--- config.mk ---
export PLATFORM = sky130hd
export DESIGN_NAME = cwb_biu
export DESIGN_NICKNAME = d
export VERILOG_FILES = /design/src/rtl/cwb_skid.v /design/src/rtl/cwb_biu.v
export VERILOG_INCLUDE_DIRS = /design/src /design/src/rtl
export SDC_FILE = /design/constraint.sdc
export NUM_CORES = 1
export LEC_CHECK = 0
export BUFFER_PORTS_ARGS = -buffer_cell sky130_fd_sc_hd__buf_2
export CORE_ASPECT_RATIO = 0.75
export CORE_UTILIZATION = 55
export DETAILED_ROUTE_END_ITERATION = 8
export PLACE_DENSITY = 0.75
export RECOVER_POWER = 25
export SYNTH_ARGS = -nofsm -noshare
export SYNTH_HDL_FRONTEND = slang
export SYNTH_SLANG_ARGS = --single-unit
--- constraint.sdc ---
create_clock -name clock -period 4.3 [get_ports clock]
set_input_delay 0 -clock clock [delete_from_list [all_inputs] [get_ports clock]]
set_output_delay 0 -clock clock [all_outputs]
set_load 0.02 [all_outputs]
--- src/rtl/cwb_consts.vh ---
`ifndef CWB_CONSTS_VH
`define CWB_CONSTS_VH
`define CWB_DATA_DEPTH   16
`define CWB_ADDR_DEPTH   4
`define CWB_TCM_MAX_LOG2 5'd16
`define CWB_HTRANS_IDLE  2'b00
`define CWB_HTRANS_NSEQ  2'b10
`define CWB_HTRANS_SEQ   2'b11
`define CWB_HBURST_SINGLE 3'b000
`define CWB_HBURST_WRAP8  3'b100
`define CWB_HBURST_INCR4  3'b011
`define CWB_HBURST_INCR8  3'b101
`define CWB_HSIZE_BYTE   3'b000
`define CWB_HSIZE_HALF   3'b001
`define CWB_HSIZE_WORD   3'b010
`define CWB_KIND_STORE   2'd0
`define CWB_KIND_HALFWB  2'd1
`define CWB_KIND_LINEWB  2'd2
`define CWB_KIND_LINEFIL 2'd3
`endif

--- src/rtl/cwb_skid.v ---
`timescale 1ns/1ps
// two-entry buffer; upstream ready depends only on occupancy, so no combinational path from downstream
module cwb_skid #(
	parameter W = 32
) (
	input  wire         clock,
	input  wire         rstn,
	input  wire         in_valid,
	output wire         in_ready,
	input  wire [W-1:0] in_data,
	output wire         out_valid,
	input  wire         out_ready,
	output wire [W-1:0] out_data
);
	reg [W-1:0] mem_r [0:1];
	reg         wp_r;
	reg         rp_r;
	reg [1:0]   cnt_r;
	wire        push;
	wire        pop;
	assign in_ready  = (cnt_r != 2'd2);
	assign out_valid = (cnt_r != 2'd0);
	assign out_data  = mem_r[rp_r];
	assign push      = in_valid & in_ready;
	assign pop       = out_valid & out_ready;
	always @(posedge clock or negedge rstn) begin
		if (!rstn) begin
			wp_r     <= 1'b0;
			rp_r     <= 1'b0;
			cnt_r    <= 2'd0;
			mem_r[0] <= {W{1'b0}};
			mem_r[1] <= {W{1'b0}};
		end else begin
			if (push) begin
				mem_r[wp_r] <= in_data;
				wp_r        <= ~wp_r;
			end
			if (pop)
				rp_r <= ~rp_r;
			if (push & ~pop)
				cnt_r <= cnt_r + 2'd1;
			else if (pop & ~push)
				cnt_r <= cnt_r - 2'd1;
		end
	end
endmodule

--- src/rtl/cwb_biu.v ---
`timescale 1ns/1ps
`include "cwb_consts.vh"
// Operation
// - buffer holds sixteen data words and four pending store addresses
// - all bufferable, write-through and write-back miss stores outside tight memory go through the buffer
// - stores taken at core speed, drained to bus while core runs
// - cacheable and bufferable descriptor bits select each region's write policy
// - write-through hit updates cache line and also queues data for memory
// - write-back hit marks only the half line picked by address bit 4 dirty, no bus write
// - instruction and data tight memory sizes set separately, zero to 64 KB
// - data port may read and write instruction tight memory
// - one instruction region and one data region, placed anywhere
// - tight memory accesses have fixed latency and make no bus transfer
// - only single, four-word and eight-word bursts; other lengths are cut to single transfers
// - plain AHB-Lite, no split or retry responses expected or produced
// - single transfers for missed stores, uncached reads, fetches, table walks
// - four-word bursts for half-line write-back, prefetch, four-word writes
// - eight-word bursts for line write-back and writes; wrapping eight for linefill
// - every instruction fetch is a full word access
// - halfword and word addresses forced onto their natural boundaries
// - single master per layer; arbitration only in the interconnect
// - two dirty bits per eight-word line select whole, half or no write-back
module cwb_biu #(
	parameter DEPTH_D = `CWB_DATA_DEPTH,
	parameter DEPTH_A = `CWB_ADDR_DEPTH
) (
	input  wire        clock,
	input  wire        rstn,
	// core store port: one beat per cycle; first beat carries address and kind
	input  wire        st_valid,
	output reg         st_ready_r,
	input  wire        st_first,
	input  wire [3:0]  st_len,
	input  wire [31:0] st_addr,
	input  wire [31:0] st_data,
	input  wire [2:0]  st_size,
	input  wire        st_cacheable,
	input  wire        st_bufferable,
	input  wire        st_hit,
	input  wire [1:0]  st_dirty,
	// core read / fetch port
	input  wire        rd_valid,
	output reg         rd_ready_r,
	input  wire [31:0] rd_addr,
	input  wire [2:0]  rd_size,
	input  wire        rd_fetch,
	input  wire        rd_linefill,
	input  wire        rd_prefetch,
	output reg         rd_data_valid_r,
	output reg  [31:0] rd_data_r,
	// tight memory configuration and access results
	input  wire [4:0]  itm_size_log2,
	input  wire [31:0] itm_base,
	input  wire        itm_enable,
	input  wire [4:0]  dtm_size_log2,
	input  wire [31:0] dtm_base,
	input  wire        dtm_enable,
	output reg         tcm_hit_r,
	output reg         tcm_is_instr_r,
	output reg  [15:0] tcm_addr_r,
	output reg         dirty_set_r,
	output reg  [1:0]  dirty_half_r,
	output reg         wb_empty_r,
	// AHB-Lite master
	output reg  [31:0] haddr_r,
	output reg  [1:0]  htrans_r,
	output reg         hwrite_r,
	output reg  [2:0]  hsize_r,
	output reg  [2:0]  hburst_r,
	output reg  [31:0] hwdata_r,
	input  wire        hready,
	input  wire        hresp,
	input  wire [31:0] hrdata
);
	localparam S_IDLE = 2'd0;
	localparam S_ADDR = 2'd1;
	localparam S_LAST = 2'd2;
	localparam AW = 4;
	localparam PW = 2;

	reg  [31:0]  dmem_r [0:DEPTH_D-1];
	reg  [39:0]  amem_r [0:DEPTH_A-1];
	reg  [AW:0]  dcnt_r;
	reg  [AW-1:0] dwp_r;
	reg  [AW-1:0] drp_r;
	reg  [PW:0]  acnt_r;
	reg  [PW-1:0] awp_r;
	reg  [PW-1:0] arp_r;
	reg  [1:0]   st_r;
	reg  [3:0]   beats_r;
	reg  [3:0]   left_r;
	reg          is_rd_r;
	reg  [31:0]  rdaddr_r;
	wire [39:0]  acur;
	wire         in_itm;
	wire         in_dtm;
	wire         st_tcm;
	wire         st_buffered;
	wire         st_take;
	wire         a_push;
	wire         a_pop;
	wire         d_pop;
	wire [3:0]   st_beats;
	wire [31:0]  st_al;
	wire         sk_in_ready;
	wire         sk_valid;
	wire [31:0]  sk_data;
	wire         rd_go;
	wire [31:0]  rd_al;
	wire         burst_ready;
	wire         d_room;
	wire         a_room;
	wire [2:0]   wr_burst;
	wire [2:0]   rd_burst;
	wire [3:0]   rd_beats;

	function [31:0] align;
		input [31:0] a;
		input [2:0]  sz;
		begin
			if (sz == `CWB_HSIZE_WORD)
				align = {a[31:2], 2'b00};
			else if (sz == `CWB_HSIZE_HALF)
				align = {a[31:1], 1'b0};
			else
				align = a;
		end
	endfunction

	function match;
		input [31:0] a;
		input [31:0] base;
		input [4:0]  lg;
		input        en;
		reg   [31:0] msk;
		begin
			msk   = 32'hffffffff << lg;
			match = en && (lg != 5'd0) && (lg <= `CWB_TCM_MAX_LOG2) && ((a & msk) == (base & msk));
		end
	endfunction

	// data side decodes both regions so it can load code into the instruction memory
	assign in_itm = match(st_addr, itm_base, itm_size_log2, itm_enable);
	assign in_dtm = match(st_addr, dtm_base, dtm_size_log2, dtm_enable);
	assign st_tcm = in_itm | in_dtm;
	// write-back hit only dirties the line; tight memory stores also skip it; all else goes through the buffer
	assign st_buffered = ~st_tcm & ~(st_cacheable & st_bufferable & st_hit);
	// lengths other than 1, 4 or 8 are cut to single beats
	assign st_beats = (st_len == 4'd4 || st_len == 4'd8) ? st_len : 4'd1;
	assign st_al    = align(st_addr, st_size);
	assign st_take  = st_valid & st_ready_r;
	assign a_push   = st_take & st_first & st_buffered;
	assign acur     = amem_r[arp_r];
	assign d_pop    = (st_r == S_ADDR || st_r == S_LAST) & hready & ~is_rd_r & (left_r != 4'd0);
	assign a_pop    = (st_r == S_ADDR) & ~is_rd_r & hready & (left_r == 4'd1);
	assign rd_al    = rd_fetch ? {rd_addr[31:2], 2'b00} : align(rd_addr, rd_size);
	assign rd_go    = rd_valid & rd_ready_r & ~match(rd_addr, itm_base, itm_size_log2, itm_enable)
	                  & ~match(rd_addr, dtm_base, dtm_size_log2, dtm_enable);
	// burst waits for all its beats, else a stalled core lets the bus read stale words
	assign burst_ready = (dcnt_r >= {1'b0, acur[3:0]});
	assign d_room      = ((dcnt_r + {1'b0, st_beats} + 5'd1) <= DEPTH_D);
	assign a_room      = (acnt_r + 3'd1 < DEPTH_A);
	assign wr_burst    = (acur[3:0] == 4'd8) ? `CWB_HBURST_INCR8 :
	                     (acur[3:0] == 4'd4) ? `CWB_HBURST_INCR4 : `CWB_HBURST_SINGLE;
	assign rd_burst    = rd_linefill ? `CWB_HBURST_WRAP8 :
	                     rd_prefetch ? `CWB_HBURST_INCR4 : `CWB_HBURST_SINGLE;
	assign rd_beats    = rd_linefill ? 4'd8 : (rd_prefetch ? 4'd4 : 4'd1);

	cwb_skid #(
		.W(32)
	) u_rd_skid (
		.clock     (clock),
		.rstn      (rstn),
		.in_valid  (is_rd_r & (st_r != S_IDLE) & hready & (left_r != beats_r)),
		.in_ready  (sk_in_ready),
		.in_data   (hrdata),
		.out_valid (sk_valid),
		.out_ready (1'b1),
		.out_data  (sk_data)
	);

	always @(posedge clock or negedge rstn) begin
		if (!rstn) begin
			dcnt_r <= {(AW+1){1'b0}};
			dwp_r  <= {AW{1'b0}};
			drp_r  <= {AW{1'b0}};
			acnt_r <= {(PW+1){1'b0}};
			awp_r  <= {PW{1'b0}};
			arp_r  <= {PW{1'b0}};
			st_ready_r <= 1'b0;
			tcm_hit_r <= 1'b0;
			tcm_is_instr_r <= 1'b0;
			tcm_addr_r <= 16'h0000;
			dirty_set_r <= 1'b0;
			dirty_half_r <= 2'b00;
			wb_empty_r <= 1'b1;
		end else begin
			// core sees ready while a whole burst plus one word and two addresses still fit
			st_ready_r <= d_room && a_room;
			if (st_take & st_buffered) begin
				dmem_r[dwp_r] <= st_data;
				dwp_r <= dwp_r + 4'd1;
			end
			if (a_push) begin
				amem_r[awp_r] <= {st_al, st_size, 1'b0, st_beats};
				awp_r <= awp_r + 2'd1;
			end
			if (a_pop)
				arp_r <= arp_r + 2'd1;
			if (d_pop)
				drp_r <= drp_r + 4'd1;
			dcnt_r <= dcnt_r + {4'd0, st_take & st_buffered} - {4'd0, d_pop};
			acnt_r <= acnt_r + {2'd0, a_push} - {2'd0, a_pop};
			wb_empty_r <= (acnt_r == 3'd0) && (dcnt_r == 5'd0);
			tcm_hit_r <= st_take & st_tcm;
			tcm_is_instr_r <= in_itm;
			tcm_addr_r <= st_addr[15:0];
			dirty_set_r <= st_take & st_first & st_cacheable & st_bufferable & st_hit;
			dirty_half_r <= st_addr[4] ? 2'b10 : 2'b01;
		end
	end

	// bus sequencer: one master on this layer, so no request or grant
	always @(posedge clock or negedge rstn) begin
		if (!rstn) begin
			st_r <= S_IDLE;
			haddr_r <= 32'h00000000;
			htrans_r <= `CWB_HTRANS_IDLE;
			hwrite_r <= 1'b0;
			hsize_r <= `CWB_HSIZE_WORD;
			hburst_r <= `CWB_HBURST_SINGLE;
			hwdata_r <= 32'h00000000;
			beats_r <= 4'd0;
			left_r <= 4'd0;
			is_rd_r <= 1'b0;
			rdaddr_r <= 32'h00000000;
			rd_ready_r <= 1'b0;
			rd_data_valid_r <= 1'b0;
			rd_data_r <= 32'h00000000;
		end else begin
			rd_data_valid_r <= sk_valid;
			rd_data_r <= sk_data;
			rd_ready_r <= (st_r == S_IDLE) & (acnt_r == 3'd0) & ~rd_ready_r & sk_in_ready;
			case (st_r)
			S_IDLE: begin
				htrans_r <= `CWB_HTRANS_IDLE;
				if (acnt_r != 3'd0 && burst_ready) begin
					// oldest store first keeps bus order equal to store order
					haddr_r  <= acur[39:8];
					hsize_r  <= acur[7:5];
					hwrite_r <= 1'b1;
					hburst_r <= wr_burst;
					htrans_r <= `CWB_HTRANS_NSEQ;
					beats_r  <= acur[3:0];
					left_r   <= acur[3:0];
					is_rd_r  <= 1'b0;
					st_r     <= S_ADDR;
				end else if (rd_go && acnt_r == 3'd0) begin
					haddr_r  <= rd_al;
					hsize_r  <= (rd_fetch | rd_linefill | rd_prefetch) ? `CWB_HSIZE_WORD : rd_size;
					hwrite_r <= 1'b0;
					hburst_r <= rd_burst;
					beats_r  <= rd_beats;
					left_r   <= rd_beats;
					htrans_r <= `CWB_HTRANS_NSEQ;
					is_rd_r  <= 1'b1;
					rdaddr_r <= rd_al;
					st_r     <= S_ADDR;
				end
			end
			S_ADDR: begin
				// error response is plain AHB-Lite; split and retry never come
				if (hready) begin
					if (~is_rd_r)
						hwdata_r <= dmem_r[drp_r];
					left_r <= left_r - 4'd1;
					if (left_r == 4'd1) begin
						htrans_r <= `CWB_HTRANS_IDLE;
						st_r <= S_LAST;
					end else begin
						htrans_r <= `CWB_HTRANS_SEQ;
						if (hburst_r == `CWB_HBURST_WRAP8)
							haddr_r <= {haddr_r[31:5], haddr_r[4:2] + 3'd1, 2'b00};
						else
							haddr_r <= haddr_r + 32'd4;
					end
				end
			end
			S_LAST: begin
				if (hready | hresp)
					st_r <= S_IDLE;
			end
			default: st_r <= S_IDLE;
			endcase
		end
	end
endmodule

Word-level counts from Yosys, hierarchy flattened
Memory sizes are Yosys's and may differ from the RTL's. A register that Yosys moved wholly into a read port is not among the register bits.
Cells that the tools add are included.
{"block": "op_classes", "order_cmp": 8, "mul": 0, "bitwise": 51, "n_mux": 55, "shift": 2, "n_addsub": 16, "n_reduce_logical": 37, "n_eq_ne": 24, "div_mod_pow": 0}
{"operator": "32-bit two-way mux", "n": 9}
{"operator": "32-bit AND", "n": 6}
{"operator": "32-bit == test", "n": 4}
{"operator": "64-bit bitwise mux", "n": 1}
{"operator": "32-bit one-hot mux with 2 select lines", "n": 1}
{"operator": "32-bit by 5-bit left shift with 32-bit output (first input constant)", "n": 2}
{"operator": "2-bit two-way mux", "n": 17}
{"operator": "32-bit by 3-bit adder with 32-bit output (second input constant)", "n": 1}
{"operator": "32-bit demux with 1-bit select", "n": 1}
{"operator": "1-bit AND", "n": 29}
{"operator": "3-bit two-way mux", "n": 8}
{"operator": "4-bit two-way mux", "n": 5}
{"operator": "1-bit logical AND", "n": 15}
{"operator": "5-bit <= comparator (second input constant)", "n": 2}
{"operator": "1-bit two-way mux", "n": 10}
{"operator": "1-bit inverter", "n": 10}
{"operator": "2-bit nonzero test", "n": 5}
{"operator": "5-bit nonzero test", "n": 2}
{"operator": "4-bit by 1-bit adder with 4-bit output (second input constant)", "n": 2}
{"operator": "4-bit by 3-bit == test with 1-bit output (second input constant)", "n": 2}
{"operator": "4-bit == test (second input constant)", "n": 2}
{"operator": "2-bit inequality test (second input constant)", "n": 4}
{"operator": "4-bit one-hot mux with 2 select lines", "n": 1}
{"operator": "4-bit AND reduction", "n": 2}
{"operator": "other kinds (39)", "n": 52}
{"block": "totals", "memories": 2, "ramBits": 668, "mem_bits_ro": 0, "out_inout_bits": 130, "reg_bits": 197, "elab_cells": 226, "latch_bits": 0}
{"memory": "dmem_r", "words": 16, "word_bits": 32, "rd": 1, "rd_clocked_by_memory_dff": 1, "write_ports": 1, "line_no": "cwb_biu.v:81", "source": "reg [31:0] dmem_r [0:DEPTH_D-1];"}
{"memory": "amem_r", "words": 4, "word_bits": 39, "rd": 1, "rd_clocked_by_memory_dff": 0, "write_ports": 1, "line_no": "cwb_biu.v:82", "source": "reg [39:0] amem_r [0:DEPTH_A-1];"}

Depth between registers and ports, before layout
{"block": "depth", "ltp_word": 11, "ltp_mapped": 17, "ltp_nobuf": 15}

By module
Synthesis repeated with hierarchy kept, for this count alone.
{"block": "unflattened", "cells_unflattened": 2195, "area_unflattened_um2": 38486.9}
{"mod": "cwb_biu", "n_inst": 1, "cells_per_inst": 2006, "seq_area_each_um2": 24065.6, "area_each_um2": 35206.3}
{"mod": "cwb_skid", "n_inst": 1, "cells_per_inst": 189, "seq_area_each_um2": 1701.6, "area_each_um2": 3280.6}

Worst setup path before layout
No wires, ideal clock.
{"block": "synth_path", "path_kind": "input -> register", "start": "in itm_size_log2[3]", "end": "mem dmem_r[7][0], enable pin", "setup_ns": 0.461, "path_buffers": 1, "stages": 9, "t_required_ns": 3.839, "arrival_time_ns": 3.982, "setup_slack_ns": -0.143, "path_cell_list": "buf_4 or3_1 o211a_1 a21boi_0 nand4_1 nor4b_2 nor3_2 nand2_1 nor3_1"}
{"block": "synth_between", "elab_chain_len": 11, "word_cells_on_any_way": 16, "classes_between": "order compare: 1; eq/ne: 1; shift: 1; mux: 2; bitwise: 6; reduce/logical: 5"}
{"item": "start: declaration", "line_no": "cwb_biu.v:52", "source": "input wire [4:0] itm_size_log2,"}
{"item": "32-bit by 5-bit left shift with 32-bit output or 5-bit nonzero test (tied branches)", "line_no": "cwb_biu.v:137, cwb_biu.v:138"}
{"item": "32-bit AND or 1-bit logical AND (tied branches)", "line_no": "cwb_biu.v:138", "source": "match = en && (lg != 5'd0) && (lg <= `CWB_TCM_MAX_LOG2) && ((a & msk) == (base & msk));"}
{"item": "32-bit == test or 1-bit logical AND (tied branches)", "line_no": "cwb_biu.v:138"}
{"item": "1-bit logical AND *", "line_no": "cwb_biu.v:138"}
{"item": "named net in_itm", "line_no": "cwb_biu.v:95", "source": "wire in_itm;"}
{"item": "1-bit OR *", "line_no": "cwb_biu.v:145", "source": "assign st_tcm = in_itm | in_dtm;"}
{"item": "1-bit inverter *", "line_no": "cwb_biu.v:147", "source": "assign st_buffered = ~st_tcm & ~(st_cacheable & st_bufferable & st_hit);"}
{"item": "1-bit AND *", "line_no": "cwb_biu.v:147"}
{"item": "1-bit AND *", "line_no": "cwb_biu.v:200", "source": "if (st_take & st_buffered) begin"}
{"item": "1-bit two-way mux *", "line_no": "cwb_biu.v:200"}
{"item": "1-bit logical AND (implied by the code) *", "line_no": "cwb_biu.v:201", "source": "dmem_r[dwp_r] <= st_data;"}
{"item": "1-bit two-way mux (implied by the code) *", "line_no": "cwb_biu.v:201"}
{"item": "end: declaration", "line_no": "cwb_biu.v:81"}
The timed path passes the listed nets; every way through them passes the cells marked *.

Final worst setup path
{"block": "layout_path", "start": "in st_addr[27]", "end": "mem dmem_r[8][21], enable pin"}
{"block": "layout_between", "elab_chain_len": 10, "word_cells_on_any_way": 13, "classes_between": "eq/ne: 2; mux: 2; bitwise: 6; reduce/logical: 3"}
{"item": "start: declaration", "line_no": "cwb_biu.v:34", "source": "input wire [31:0] st_addr,"}
{"item": "32-bit AND", "line_no": "cwb_biu.v:138"}
{"item": "32-bit == test", "line_no": "cwb_biu.v:138"}
{"item": "1-bit logical AND", "line_no": "cwb_biu.v:138"}
{"item": "1-bit OR *", "line_no": "cwb_biu.v:145"}
{"item": "1-bit inverter *", "line_no": "cwb_biu.v:147"}
{"item": "1-bit AND *", "line_no": "cwb_biu.v:147"}
{"item": "1-bit AND *", "line_no": "cwb_biu.v:200"}
{"item": "1-bit two-way mux *", "line_no": "cwb_biu.v:200"}
{"item": "1-bit logical AND (implied by the code) *", "line_no": "cwb_biu.v:201"}
{"item": "1-bit two-way mux (implied by the code) *", "line_no": "cwb_biu.v:201"}
Mark *: on every way between the ends. The rest lies on a longest branch, timed or not.

==> flow_summary.ini <==
[outcome]
status = complete, no violations

[critical_path]
arrival_ps = 4380
crit_path_start_kind = input pin
cpMaxStageDelayCell = nor2_4
end_kind = register
setup.worst_path.class = input pin to register
path_max_fanout = 25
path_cells = dlygate4sd3_1 -> clkbuf_1 -> xnor2_1 -> maj3_1 -> a22o_1 -> nand3_1 -> a2111oi_2 -> buf_4 -> nor3_2 -> nand2b_1 -> nor2_4 -> buf_4
critPathMostFrequentCell = buf_4
critical_path.max_stage_delay_ps = 1010
worstPathRequired_ps = 4650

[grt]
antenna_found_initial = 4
gr-usage-all-layers_pct = 31.6
grt_pass1_wl_um = 161000
grt_remaining_overflow = 0
grt_max_degree = 130
grt_pass1_vias = 23900

[timing]
drv_slew = 0
holdWs_ps = 62.6
worst_pin_slew_ps = 1200
finalCriticalPeriod_ps = 4030
rsz0062_at_grt = false
finalHoldViolCount = 0
setup_violations = 0
finalCritPeriodShare_pct = 93.7
fmax_mhz = 248
relSlewSlack_pct = 19.9
fin_worst_skew_ps = 26.8

[clocking]
clock-sinks = 896
clk_latency_ps = 660
cts_setup_buffers = 0
post_cts_resized = 0
htree_num_levels = 3
path_clk_slew_ps = 60
clock_path_buffers = 3
cts_tree = done
ctsHoldBuffers = 146
cts-root-buf = clkbuf_16
numCtsBuffers = 84

[synthesis]
yosys_warnings = 0
yosys.cell_types.count = 86
synth_ff_type = edfxtp_1
syn_area_um2 = 38300
synth_edf_count = 668
postSynthCellCount = 2224
async_flop_share_pct = 25.4
ys_seq_area_share_pct = 67.2
avgSynthCellArea_um2 = 17.2
synth-seq-cells = 896

[placement]
dp_hpwl_um = 70000
place_congestion = 1.03
io_buffers = 356

[routing]
ant_nets = 0
detail_route.wl_per_cell_um = 29.3
viasPerCell = 6.31
routed_wl_um = 110000
drc = 0
via_count = 23800
first_iter_violations = 2755
firstDrtPassIters = 6

[finish]
fin_util_pct = 67.0
nets = 3025
area_growth_pct = 19.9
drive_gt1_share_pct = 31.5
fillerInstances = 4561

[floorplan]
rows = 83
initial_utilization_pct = 55.8
die_h_um = 231
boundaryPins = 359
die_w_um = 307
core_um2 = 68600
die-area_um2 = 70800

[job]
max-cap-violations = 0

[pwr]
cellPowerDensity_nw_per_um2 = 602
leakagePower_nw = 16.9
peakVddDrop_uv = 371

[worst_hold_path]
hold_path_class = input pin to register
cells in the mapped netlist (26+ instances only):
cell      instances  area (um2)
xor2_1           40         350
nand3_1          37         185
clkbuf_1         66         248
ha_1             34         425
mux4_2          199        4480
dfrtp_1         226        5660
o21ai_0          38         190
a21oi_1          74         370
mux2_2          140        1580
nor2_1           62         233
inv_1            40         150
edfxtp_1        668       20100
nor3_1           26         130
xnor2_1         111         972
nand2_1          75         282
power by group:
part	switching (mW)	internal [mW]	leakage (nW)
combinational	4.97	4.09	6.54
sequential	0.880	10.0	8.92
clock	3.26	4.45	1.41
total	9.10	18.6	16.9
final cells by class:
| cell class | instances | area, um2 | area share [%] |
|---|---|---|---|
| clock buffers | 122 | 2430 | 5.28 |
| diodes | 3 | 7.51 | 0.0163 |
| flip-flops and latches | 896 | 25800 | 56.1 |
| multi-input cells | 1167 | 12000 | 26.1 |
| repair buffers | 571 | 3960 | 8.62 |
| well taps | 935 | 1170 | 2.54 |
| inverters | 40 | 150 | 0.327 |
| clock inverters | 36 | 462 | 1.00 |
sequential cells by signal (all words and copies together) (netlist names), 3 cells and up:
signal and count:
left_r 4, beats_r 4, dmem_r 512, rd_data_r 32, dwp_r 4, hwdata_r 32, haddr_r 32, drp_r 4
acnt_r 3, dcnt_r 5, hburst_r 3, hsize_r 3, amem_r 156, u_rd_skid.mem_r 64, tcm_addr_r 16
cell usage in the layout, fill, tap and decap left out, drive strengths merged, types with 12 or more instances in the layout:
cell         count
and3            16
o21ai           39
a31oi           20
o221ai          15
clkinv          20
nand2           76
edfxtp         668
ha              34
mux2i           19
inv             47
a21oi           75
or3             14
nand2b          12
xnor2          111
dfrtp          226
nor2            62
nand3           37
mux2           144
o32a            13
buf            371
mux4           199
nor3            27
nor4            18
dlygate4sd3    145
clkbuf         177
xor2            40
critical path, delay by kind of cell:
| kind | cells | cell delay, ps |
|---|---|---|
| AND/OR/NAND/NOR | 4 | 2030 |
| adder cells (fa/ha/maj) | 1 | 370 |
| XOR/XNOR | 1 | 180 |
| AO/OA/AOI/OAI | 2 | 340 |
| buffers and inverters | 4 | 1430 |
path summary, 6_finish.rpt:
kind	startpoint	endpoint	slack, ps	cells past startpoint
max in group asynchronous	rstn	drp_r[0]	2030	5
min in group asynchronous	rstn	tcm_addr_r[5]	530	4
min reg2reg	u_rd_skid.mem_r[52]	u_rd_skid.mem_r[52]	490	1
max reg2reg	arp_r[0]	haddr_r[2]	490	13
max	st_addr[27]	dmem_r[8][21]	270	12
min	rd_addr[23]	haddr_r[23]	60	4
metrics by stage:
stage	instances	cell area (um2)	worst slack [ps]	TNS (ps)	power [mW]
after floorplan	2228	38400	-143	-9180	17.0
after global placement	3463	41700	323	0	19.6
after detailed placement	3463	41700	276	0	19.9
after CTS	3767	46000	492	0	27.7
after global routing	3768	46000	175	0	28.7
final	3770	46000	270	0	27.7
per-layer routing:
metal / vias to the layer above / track usage (%) / wire length [um]
li1: 9921 / - / -
met1: 12300 / 46.4 / 45600
met2: 1333 / 47.9 / 50600
met3: 221 / 7.06 / 11000
met4: 4 / 9.03 / 3160
met5: - / 0 / 21
cells by family (layout without fill, tap and decap cells):
group                      Yosys count  after routing  share of synthesized area (%)
AOI/OAI and AO/OA                  300            300                           5.57
muxes                              362            362                           16.4
adders and majority gates           39             39                           1.29
DFF                                896            896                           67.2
xor gates and xnor gates           151            151                           3.45
and+or+nand+nor                    310            310                           4.16
other                                1              8                        0.00978
buffers and inverters              165            769                           1.89
Power figures use the tool's default switching activity.
